<file path="src/firs_pkg.sv">
package firs_pkg;
    // request and response frame layout
    localparam logic [7:0] CMD_CODE       = 8'h14;
    localparam int         FRAME_LEN      = 6;
    localparam logic [2:0] IDX_CMD        = 3'h0;
    localparam logic [2:0] IDX_OPT        = 3'h1;
    localparam logic [2:0] IDX_ADDR_MS    = 3'h2;
    localparam logic [2:0] IDX_ADDR_LAST  = 3'h5;
    localparam int         MODE_LSB       = 0;
    localparam int         MODE_W         = 2;
    localparam int         ADDR_W         = 24;

    // operation modes
    localparam logic [1:0] MODE_AUTH      = 2'h0;
    localparam logic [1:0] MODE_PROGRAM   = 2'h1;
    localparam logic [1:0] MODE_VERIFY    = 2'h2;

    // status byte
    localparam logic [7:0] STATUS_OK        = 8'h00;
    localparam logic [7:0] STATUS_PROTECTED = 8'hff;
    localparam int         AUTH_CODE_W      = 7;
    localparam int         PROG_CODE_W      = 6;
    localparam logic [1:0] PROG_ERR_PREFIX  = 2'h2;
    localparam logic       AUTH_ERR_PREFIX  = 1'b0;

    // programming fault codes
    localparam logic [5:0] PROG_NONE         = 6'h00;
    localparam logic [5:0] PROG_FABRIC_FAIL  = 6'h01;
    localparam logic [5:0] PROG_SECURITY     = 6'h02;
    localparam logic [5:0] PROG_NVM_PROGRAM  = 6'h04;
    localparam logic [5:0] PROG_NVM_VERIFY   = 6'h05;

    // authentication fault codes
    localparam logic [6:0] AUTH_NONE         = 7'h00;
    localparam logic [6:0] AUTH_CORRUPT      = 7'h01;
    localparam logic [6:0] AUTH_BACKLEVEL    = 7'h05;
    localparam logic [6:0] AUTH_DEVICE_ID    = 7'h0a;
    localparam logic [6:0] AUTH_OUTDATED     = 7'h0b;
    localparam logic [6:0] AUTH_NO_VERIFY    = 7'h0c;

    // flash port select lines
    localparam int         SS_W           = 8;
    localparam logic [7:0] SS_HELD_MASK   = 8'hf0;
    localparam logic [7:0] SS_IDLE        = 8'hff;

    typedef enum {
        ST_IDLE,
        ST_FREEZE_ENTER,
        ST_START,
        ST_RUN,
        ST_FREEZE_EXIT,
        ST_RESP_CMD,
        ST_RESP_STATUS,
        ST_POR
    } firs_state_t;
endpackage : firs_pkg

</file>
<file path="src/firs_frame_rx.sv">
module firs_frame_rx (
    // clock and reset
    input  wire logic                           clk,
    input  wire logic                           nrst,
    // request byte stream
    input  wire logic                           rx_valid,
    input  wire logic [7:0]                     rx_data,
    output logic                                rx_ready,
    // assembled frame
    output logic                                frame_valid,
    output logic [7:0]                          frame_cmd,
    output logic [7:0]                          frame_opt,
    output logic [firs_pkg::ADDR_W-1:0]         frame_addr,
    input  wire logic                           frame_taken
);
    logic [2:0]                  count;
    logic [2:0]                  next_count;
    logic                        full;
    logic                        next_full;
    logic [7:0]                  next_cmd;
    logic [7:0]                  next_opt;
    logic [firs_pkg::ADDR_W-1:0] next_addr;

    // a held frame stalls the stream until the idle service takes it
    assign rx_ready    = !full;
    assign frame_valid = full;

    always_comb begin
        next_count = count;
        next_full  = full;
        next_cmd   = frame_cmd;
        next_opt   = frame_opt;
        next_addr  = frame_addr;
        if (full && frame_taken) begin
            next_full = 1'b0;
        end
        if (rx_valid && !full) begin
            case (count)
                firs_pkg::IDX_CMD: begin
                    next_cmd = rx_data;
                end
                firs_pkg::IDX_OPT: begin
                    next_opt = rx_data;
                end
                firs_pkg::IDX_ADDR_MS: begin
                    // most significant address byte is dropped
                end
                default: begin
                    next_addr = {frame_addr[firs_pkg::ADDR_W-9:0], rx_data};
                end
            endcase
            if (count == firs_pkg::IDX_ADDR_LAST) begin
                next_count = 3'h0;
                next_full  = 1'b1;
            end else begin
                next_count = count + 3'h1;
            end
        end
    end

    always_ff @(posedge clk) begin
        if (!nrst) begin
            count      <= 3'h0;
            full       <= 1'b0;
            frame_cmd  <= 8'h00;
            frame_opt  <= 8'h00;
            frame_addr <= '0;
        end else begin
            count      <= next_count;
            full       <= next_full;
            frame_cmd  <= next_cmd;
            frame_opt  <= next_opt;
            frame_addr <= next_addr;
        end
    end
endmodule : firs_frame_rx

</file>
<file path="src/firs_flash_port.sv">
module firs_flash_port (
    // ownership
    input  wire logic                       owned,
    input  wire logic                       program_hold,
    input  wire logic                       small_variant,
    // requester side port
    input  wire logic                       user_sck,
    input  wire logic                       user_mosi,
    input  wire logic [firs_pkg::SS_W-1:0]  user_ss,
    output logic                            user_miso,
    // controller side port
    input  wire logic                       ctrl_sck,
    input  wire logic                       ctrl_mosi,
    input  wire logic [firs_pkg::SS_W-1:0]  ctrl_ss,
    output logic                            ctrl_miso,
    // pins
    output logic                            flash_sck_o,
    output logic                            flash_sck_oe,
    output logic                            flash_mosi_o,
    output logic                            flash_mosi_oe,
    output logic [firs_pkg::SS_W-1:0]       flash_ss_o,
    output logic [firs_pkg::SS_W-1:0]       flash_ss_oe,
    input  wire logic                       flash_miso_i
);
    always_comb begin
        flash_sck_o   = user_sck;
        flash_sck_oe  = 1'b1;
        flash_mosi_o  = user_mosi;
        flash_mosi_oe = 1'b1;
        flash_ss_o    = user_ss;
        flash_ss_oe   = {firs_pkg::SS_W{1'b1}};
        user_miso     = flash_miso_i;
        ctrl_miso     = 1'b0;
        if (owned) begin
            // requester is cut off entirely while the service owns the port
            user_miso     = 1'b0;
            ctrl_miso     = flash_miso_i;
            flash_sck_o   = ctrl_sck;
            flash_mosi_o  = ctrl_mosi;
            flash_ss_o    = ctrl_ss;
            if (program_hold && !small_variant) begin
                // upper selects held high, rest released to the weak pull-ups
                flash_sck_oe  = 1'b0;
                flash_mosi_oe = 1'b0;
                flash_ss_o    = firs_pkg::SS_HELD_MASK;
                flash_ss_oe   = firs_pkg::SS_HELD_MASK;
            end
        end
    end
endmodule : firs_flash_port

</file>
<file path="src/firs_service.sv">
// Operation
// - request: code, options, four address bytes
// - options low bits select the mode
// - answer code echo then status byte
// - status zero, 255 protected, bit-7 error classes
// - programming fault code values
// - controller owns flash port during service
// - program: four selects high, others released (not on the small variant, which drives all pins)
// - authenticate leaves fabric and subsystem running
// - verify freezes whole operation, then wakes
// - verify freeze messages precede the response (the exit message comes in the same cycle as the echo byte)
// - program freezes and messages before starting (the freeze and the entry message come in the same cycle as the engine start)
// - program success triggers power-on reset
// - fabric frozen throughout programming
// - program fetches and authenticates image on fly
// - authentication fault code values
module firs_service (
    // clock and reset
    input  wire logic                           clk,
    input  wire logic                           nrst,
    // request byte stream
    input  wire logic                           rx_valid,
    input  wire logic [7:0]                     rx_data,
    output logic                                rx_ready,
    // response byte stream
    output logic                                tx_valid,
    output logic [7:0]                          tx_data,
    input  wire logic                           tx_ready,
    // configuration
    input  wire logic                           service_protected,
    input  wire logic                           small_variant,
    // image engine
    output logic                                eng_start,
    output logic [firs_pkg::MODE_W-1:0]         eng_mode,
    output logic [firs_pkg::ADDR_W-1:0]         image_base_address,
    input  wire logic                           eng_done,
    input  wire logic [firs_pkg::AUTH_CODE_W-1:0] auth_fault_code,
    input  wire logic [firs_pkg::PROG_CODE_W-1:0] program_fault_code,
    // device state
    output logic                                fabric_freeze,
    output logic                                freeze_entry_msg,
    output logic                                freeze_exit_msg,
    output logic                                por_request,
    output logic                                service_busy,
    // requester side flash port
    input  wire logic                           user_sck,
    input  wire logic                           user_mosi,
    input  wire logic [firs_pkg::SS_W-1:0]      user_ss,
    output logic                                user_miso,
    // engine side flash port
    input  wire logic                           ctrl_sck,
    input  wire logic                           ctrl_mosi,
    input  wire logic [firs_pkg::SS_W-1:0]      ctrl_ss,
    output logic                                ctrl_miso,
    // flash pins
    output logic                                flash_sck_o,
    output logic                                flash_sck_oe,
    output logic                                flash_mosi_o,
    output logic                                flash_mosi_oe,
    output logic [firs_pkg::SS_W-1:0]           flash_ss_o,
    output logic [firs_pkg::SS_W-1:0]           flash_ss_oe,
    input  wire logic                           flash_miso_i
);
    firs_pkg::firs_state_t state;
    firs_pkg::firs_state_t next_state;

    logic                           frame_valid;
    logic [7:0]                     frame_cmd;
    logic [7:0]                     frame_opt;
    logic [firs_pkg::ADDR_W-1:0]    frame_addr;
    logic                           frame_taken;

    logic [firs_pkg::MODE_W-1:0]    mode;
    logic [firs_pkg::MODE_W-1:0]    next_mode;
    logic [firs_pkg::ADDR_W-1:0]    next_address;
    logic [7:0]                     status;
    logic [7:0]                     next_status;
    logic                           freeze;
    logic                           next_freeze;
    logic                           owned;
    logic                           next_owned;
    logic                           entry_msg;
    logic                           next_entry_msg;
    logic                           exit_msg;
    logic                           next_exit_msg;
    logic                           por;
    logic                           next_por;
    logic [firs_pkg::MODE_W-1:0]    req_mode;
    logic [7:0]                     result;

    firs_frame_rx u_frame_rx (
        .clk         (clk),
        .nrst        (nrst),
        .rx_valid    (rx_valid),
        .rx_data     (rx_data),
        .rx_ready    (rx_ready),
        .frame_valid (frame_valid),
        .frame_cmd   (frame_cmd),
        .frame_opt   (frame_opt),
        .frame_addr  (frame_addr),
        .frame_taken (frame_taken)
    );

    firs_flash_port u_flash_port (
        .owned         (owned),
        .program_hold  (freeze && (mode == firs_pkg::MODE_PROGRAM)),
        .small_variant (small_variant),
        .user_sck      (user_sck),
        .user_mosi     (user_mosi),
        .user_ss       (user_ss),
        .user_miso     (user_miso),
        .ctrl_sck      (ctrl_sck),
        .ctrl_mosi     (ctrl_mosi),
        .ctrl_ss       (ctrl_ss),
        .ctrl_miso     (ctrl_miso),
        .flash_sck_o   (flash_sck_o),
        .flash_sck_oe  (flash_sck_oe),
        .flash_mosi_o  (flash_mosi_o),
        .flash_mosi_oe (flash_mosi_oe),
        .flash_ss_o    (flash_ss_o),
        .flash_ss_oe   (flash_ss_oe),
        .flash_miso_i  (flash_miso_i)
    );

    assign req_mode = frame_opt[firs_pkg::MODE_LSB +: firs_pkg::MODE_W];

    // authentication faults take precedence: a bad image never reaches programming
    always_comb begin
        if (auth_fault_code != firs_pkg::AUTH_NONE) begin
            result = {firs_pkg::AUTH_ERR_PREFIX, auth_fault_code};
        end else if (program_fault_code != firs_pkg::PROG_NONE) begin
            result = {firs_pkg::PROG_ERR_PREFIX, program_fault_code};
        end else begin
            result = firs_pkg::STATUS_OK;
        end
    end

    always_comb begin
        next_state     = state;
        next_mode      = mode;
        next_address   = image_base_address;
        next_status    = status;
        next_freeze    = freeze;
        next_owned     = owned;
        next_entry_msg = 1'b0;
        next_exit_msg  = 1'b0;
        next_por       = 1'b0;
        frame_taken    = 1'b0;
        case (state)
            firs_pkg::ST_IDLE: begin
                if (frame_valid) begin
                    frame_taken = 1'b1;
                    // frames with a foreign command code are dropped silently
                    if (frame_cmd == firs_pkg::CMD_CODE) begin
                        next_mode    = req_mode;
                        next_address = frame_addr;
                        if (service_protected) begin
                            next_status = firs_pkg::STATUS_PROTECTED;
                            next_state  = firs_pkg::ST_RESP_CMD;
                        end else if (req_mode == firs_pkg::MODE_AUTH) begin
                            // no freeze: fabric and subsystem keep running
                            next_owned = 1'b1;
                            next_state = firs_pkg::ST_START;
                        end else if (req_mode == firs_pkg::MODE_PROGRAM ||
                                     req_mode == firs_pkg::MODE_VERIFY) begin
                            next_owned = 1'b1;
                            next_state = firs_pkg::ST_FREEZE_ENTER;
                        end else begin
                            next_status = {firs_pkg::PROG_ERR_PREFIX, firs_pkg::PROG_SECURITY};
                            next_state  = firs_pkg::ST_RESP_CMD;
                        end
                    end
                end
            end
            firs_pkg::ST_FREEZE_ENTER: begin
                next_freeze    = 1'b1;
                next_entry_msg = 1'b1;
                next_state     = firs_pkg::ST_START;
            end
            firs_pkg::ST_START: begin
                // engine streams and checks the image as it goes
                next_state = firs_pkg::ST_RUN;
            end
            firs_pkg::ST_RUN: begin
                if (eng_done) begin
                    next_status = result;
                    next_owned  = 1'b0;
                    if (freeze) begin
                        next_state = firs_pkg::ST_FREEZE_EXIT;
                    end else begin
                        next_state = firs_pkg::ST_RESP_CMD;
                    end
                end
            end
            firs_pkg::ST_FREEZE_EXIT: begin
                // woken as the answer opens, so the exit message comes in the same cycle as the echo byte
                next_freeze   = 1'b0;
                next_exit_msg = 1'b1;
                next_state    = firs_pkg::ST_RESP_CMD;
            end
            firs_pkg::ST_RESP_CMD: begin
                if (tx_ready) begin
                    next_state = firs_pkg::ST_RESP_STATUS;
                end
            end
            firs_pkg::ST_RESP_STATUS: begin
                if (tx_ready) begin
                    if (mode == firs_pkg::MODE_PROGRAM && status == firs_pkg::STATUS_OK &&
                        !service_protected) begin
                        next_state = firs_pkg::ST_POR;
                    end else begin
                        next_state = firs_pkg::ST_IDLE;
                    end
                end
            end
            firs_pkg::ST_POR: begin
                next_por   = 1'b1;
                next_state = firs_pkg::ST_IDLE;
            end
            default: begin
                next_state = firs_pkg::ST_IDLE;
            end
        endcase
    end

    always_ff @(posedge clk) begin
        if (!nrst) begin
            state              <= firs_pkg::ST_IDLE;
            mode               <= firs_pkg::MODE_AUTH;
            image_base_address <= '0;
            status             <= firs_pkg::STATUS_OK;
            freeze             <= 1'b0;
            owned              <= 1'b0;
            entry_msg          <= 1'b0;
            exit_msg           <= 1'b0;
            por                <= 1'b0;
        end else begin
            state              <= next_state;
            mode               <= next_mode;
            image_base_address <= next_address;
            status             <= next_status;
            freeze             <= next_freeze;
            owned              <= next_owned;
            entry_msg          <= next_entry_msg;
            exit_msg           <= next_exit_msg;
            por                <= next_por;
        end
    end

    // response bytes: code echo first, then status
    assign tx_valid = (state == firs_pkg::ST_RESP_CMD) || (state == firs_pkg::ST_RESP_STATUS);
    always_comb begin
        if (state == firs_pkg::ST_RESP_STATUS) begin
            tx_data = status;
        end else if (state == firs_pkg::ST_RESP_CMD) begin
            tx_data = firs_pkg::CMD_CODE;
        end else begin
            tx_data = 8'h00;
        end
    end

    assign eng_start        = (state == firs_pkg::ST_START);
    assign eng_mode         = mode;
    assign fabric_freeze    = freeze;
    assign freeze_entry_msg = entry_msg;
    assign freeze_exit_msg  = exit_msg;
    assign por_request      = por;
    assign service_busy     = owned;
endmodule : firs_service

</file>
<file path="config.mk">
export PLATFORM = sky130hd
export DESIGN_NAME = firs_service
export DESIGN_NICKNAME = d
export VERILOG_FILES = /design/src/firs_pkg.sv /design/src/firs_frame_rx.sv /design/src/firs_flash_port.sv /design/src/firs_service.sv
export SDC_FILE = /design/constraint.sdc
export NUM_CORES = 1
export LEC_CHECK = 0
export BUFFER_PORTS_ARGS = -buffer_cell sky130_fd_sc_hd__buf_2
export CORE_MARGIN = 8
export CORE_UTILIZATION = 56
export DETAILED_ROUTE_END_ITERATION = 6
export PLACE_DENSITY = 0.85
export SLEW_MARGIN = 20
export SYNTH_ARGS = -nofsm -noshare
export SYNTH_HDL_FRONTEND = slang
export SYNTH_HIERARCHICAL = 1
export SYNTH_SLANG_ARGS = --single-unit
export TNS_END_PERCENT = 5
</file>
<file path="constraint.sdc">
create_clock -name clk -period 4.7 [get_ports clk]
set_input_delay 0 -clock clk [delete_from_list [all_inputs] [get_ports clk]]
set_output_delay 0 -clock clk [all_outputs]
set_load 0.01 [all_outputs]
</file>
After elaboration in Yosys (flattened, before gate mapping)

Cells that the tools add are included.

Bits in registers: 109
Input port bits: 49
Output and inout bits: 64
Logic and storage cells: 118

$add $sub $neg: 1
Equality and inequality tests: 26
Multiplexer cells: 49
Bitwise operators: 1
Reduce and logical (&&, ||, !) cells: 27

Operators with widths:

| operator                                                         | number |
|---|---|
| 32-bit one-hot mux with 7 select lines                           | 1 |
| 32-bit by 3-bit == test with 1-bit output, second input constant | 5 |
| 32-bit two-way mux                                               | 5 |
| 8-bit two-way mux                                                | 12 |
| 32-bit by 2-bit == test with 1-bit output, second input constant | 2 |
| 32-bit by 4-bit == test with 1-bit output, second input constant | 2 |
| 32-bit by 1-bit == test with 1-bit output, second input constant | 1 |
| 32-bit logical NOT                                               | 1 |
| 1-bit two-way mux                                                | 21 |
| 8-bit one-hot mux with 2 select lines                            | 1 |
| 3-bit two-way mux                                                | 5 |
| 6-bit AND reduction                                              | 2 |
| 2-bit != test, second input constant                             | 5 |
| 3-bit != test, second input constant                             | 3 |
| 8-bit by 5-bit == test with 1-bit output, second input constant  | 1 |
| 8-bit logical NOT                                                | 1 |
| 7-bit nonzero test                                               | 1 |
| 1-bit logical AND                                                | 6 |
| 2-bit AND reduction                                              | 3 |
| 6-bit nonzero test                                               | 1 |
| 5-bit two-way mux                                                | 1 |
| 5-bit AND reduction                                              | 1 |
| 2-bit by 1-bit == test with 1-bit output, second input constant  | 2 |
| 4-bit two-way mux                                                | 1 |
| other kinds (15)                                                 | 20 |

Logic depth before layout (Yosys ltp)

Depth after elaboration: 8
Mapped depth: 7
Gate-level depth less buffers: 6

Modules after synthesis

The synthesis kept the hierarchy.

By module, submodules not included:

| module          | instances | cells an instance | area each (µm²) | seq. area each (µm²) |
|---|---|---|---|---|
| firs_service    | 1         | 227               | 2134.5          | 840.8 |
| firs_frame_rx   | 1         | 159               | 1655.3          | 880.8 |
| firs_flash_port | 1         | 43                | 254.0           | 0.0 |

Worst setup path after synthesis

Ideal clock, no wire load.

Path type: reg2reg
From: reg u_frame_rx.frame_opt[0]
To: reg status[7]
Setup time: 0.084 ns
Arrival: 1.488 ns
Data required time: 4.616 ns
Path slack: 3.127 ns
Stages on the path, launching flop included: 8
Path buffers: 1
Period minus slack after synthesis: 1.573 ns
Cell sequence: dfxtp_1 -> inv_1 -> ha_1 -> nor2_1 -> nor3_1 -> or3_1 -> buf_6 -> o31ai_2

Longest elaborated chain between the ends: 4
Elaborated cells on any way between the ends: 7
Those cells by class: eq/ne: 4; reduce/logical: 3

RTL lines:

| item                                                                      | line                                     | source |
|---|---|---|
| start: declaration                                                        | firs_frame_rx.sv:12                      | `output logic [7:0] frame_opt,` |
| start signal: assignment                                                  | firs_frame_rx.sv:72                      | `frame_opt <= next_opt;` |
| 2-bit by 1-bit == test with 1-bit output or 2-bit == test (tied branches) | firs_service.sv:164, firs_service.sv:165 |  |
| 1-bit logical OR                                                          | firs_service.sv:164                      | `end else if (req_mode == firs_pkg::MODE_PROGRAM \|\|` |
| 3-bit != test (no line)                                                   | n/a                                      |  |
| 6-bit AND reduction (no line) *                                           | n/a                                      |  |
| end signal: assignment                                                    | firs_service.sv:231                      | `status <= firs_pkg::STATUS_OK;` |
| end signal: assignment                                                    | firs_service.sv:241                      | `status <= next_status;` |
| end: declaration                                                          | firs_service.sv:76                       | `logic [7:0] status;` |

Every way passes the cells marked *; elsewhere a longest branch is shown, timed or not.
A chain may end at the register's enable or synchronous reset.

Final worst setup path

From: reg state[2]
To: reg image_base_address[23] (netlist name)

Longest elaborated chain between the ends: 2

RTL lines:

| item                          | line                | source |
|---|---|---|
| start: declaration            | firs_service.sv:64  | `firs_pkg::firs_state_t state;` |
| start signal: assignment      | firs_service.sv:228 | `state <= firs_pkg::ST_IDLE;` |
| start signal: assignment      | firs_service.sv:238 | `state <= next_state;` |
| 32-bit logical NOT            | firs_service.sv:149 | `case (state)` |
| 3-bit AND reduction (no line) | n/a                 |  |
| end signal: assignment        | firs_service.sv:240 | `image_base_address <= next_address;` |
| end: declaration              | firs_service.sv:35  | `output logic [firs_pkg::ADDR_W-1:0] image_base_address,` |

No other way between the ends.

==> reports/metrics.csv <==
metric;value;unit
status;finished clean;
switching_share;0.249;
detail-route-antenna-nets;0;
setup_viol;0;
crit_arrival;2450;ps
finClkSkew;11.0;ps
drive_gt1_frac;0.285;
num_vias;3297;
finalCritPeriodShare;0.476;
grt_pass1_vias;3321;
totalPowerFinal;1.31;mW
dp_hpwl;6730;um
final-hold-violation-count;0;
final_cell_count_no_fill;592;
power_density;289;nW/um^2
p_clk_frac;0.392;
tightest_slew;1020;ps
grt_pass1_wl;15400;um
num_antenna_cells;0;
required;4910;ps
min_path_type;input port to flop;
clk_pin_slew_worst_paths;90;ps
avgSynthCellArea;9.35;um^2
critPathKind;flop to flop;
clockBufferDepth;2;
cts_sinks;80;
place_inst;568;
hold_buffers;8;
start_util;0.572;
vias_per_cell;5.57;
grt_remaining_overflow;0;
nets;558;
syn-cell-area;3840;um^2
cts_setup_buffers;0;
grt_max_degree;65;
die_w;98.8;um
cap_viol_max_count;0;
cts.repair.resized;0;
worstSetupEndpointType;flop;
relSlewSlack;0.315;
cts_tree;done;
p_sw;0.327;mW
rows;30;
pin_count;113;
gp_congestion;0.873;
antenna_found_initial;0;
dr.first_iter.drc_count;149;
leakagePower;2.18;nW
clk_latency;350;ps
wire_per_inst;15.7;um
totalWireLength;9320;um
cts_buffers;9;
ir_drop;227;uV
path_max_fanout;27;
die-area;9770;um^2
rsz0062_at_grt;no;
cts_root_buf;clkbuf_8;
setup_tns;0;ps
drc;0;
worst_setup_path_start_kind;flop;
period_needed;2240;ps
dr.pass1.iters;4;
pwr-share-seq;0.530;
yosysWarnings;6;
syn_inst;411;
core;6720;um^2
p_int;0.987;mW
die_h;98.8;um
combinationalPowerShare;0.079;
area_growth;18.5;%
track_usage;0.189;
drv_slew;0;
cts_max_level;3;
max_freq;447;MHz
port_buffers;108;
## metrics by stage
step                instance area, um^2  hold WS, ps  utilization  setup WS, ps
floorplan                          3850          130            -          3130
global placement                   4270          290        0.635          2510
detailed placement                 4270          296        0.635          2430
CTS                                4550         6.68        0.677          2440
global route                       4550         49.4        0.677          2260
finish                             4550         20.4        0.677          2460
## worst max-delay path, cell delays in order (launching register included)
cell and delay [ps]:
dfxtp_1 530, nor4b_4 390, nand3_2 710, mux2i_1 400
nor2_1 60
## final timing paths
path,from,to,slack (ps),cells after the start
setup / recovery,state[2]$_SDFFE_PN0P_,image_base_address[23]$_SDFFE_PN0P_,2460,4
hold / removal,auth_fault_code[0],status[0]$_SDFFE_PN0P_,20,3
setup reg to reg,state[2]$_SDFFE_PN0P_,image_base_address[23]$_SDFFE_PN0P_,2460,4
hold reg to reg,u_frame_rx/frame_addr[17]$_SDFFE_PN0P_,u_frame_rx/frame_addr[17]$_SDFFE_PN0P_,470,2
## layout make-up
type	instances	area, um^2
inverters	16	60.1
repair buffers	118	636
multi-input cells	282	1950
well taps	80	100
flip-flops and latches	80	1600
clock buffers	9	124
clock inverters	7	80.1
fillers	528	2170
## metal layers
layer,wire length [um],GRT usage
met5,0,0
met4,166,0.0885
met3,871,0.0536
met2,4460,0.317
met1,3820,0.216
## sequential cells by signal, summed over array words and instances (netlist names), 2 cells and up
signal                 flops
image_base_address        24
u_frame_rx/count           3
u_frame_rx/frame_cmd       8
state                      3
status                     8
u_frame_rx/frame_opt       2
u_frame_rx/frame_addr     24
eng_mode                   2
## cell usage in the layout (no fill, tap or decap), types with 3 or more instances in the layout
master	n
nor4b_4	3
o21ai_0	3
o22ai_1	4
dfxtp_1	80
and3_1	5
nor2_1	38
nand2_1	64
buf_2	108
and2_1	10
clkbuf_8	9
a31oi_1	6
a21oi_1	5
conb_1	4
o311ai_0	7
dlygate4sd3_1	8
mux2i_1	67
nand3b_1	3
nor4_1	4
or3_1	5
nand2b_1	3
inv_1	14
nor3_1	5
## power groups by stage
stage,clock (mW),combinational [mW],sequential [mW]
after floorplan,0,0.0634,0.710
after global placement,0,0.0946,0.712
after detailed placement,0,0.0979,0.713
after CTS,0.524,0.103,0.696
after global routing,0.549,0.113,0.697
final,0.515,0.103,0.696
No activity file was read; power rests on OpenSTA's default activity.
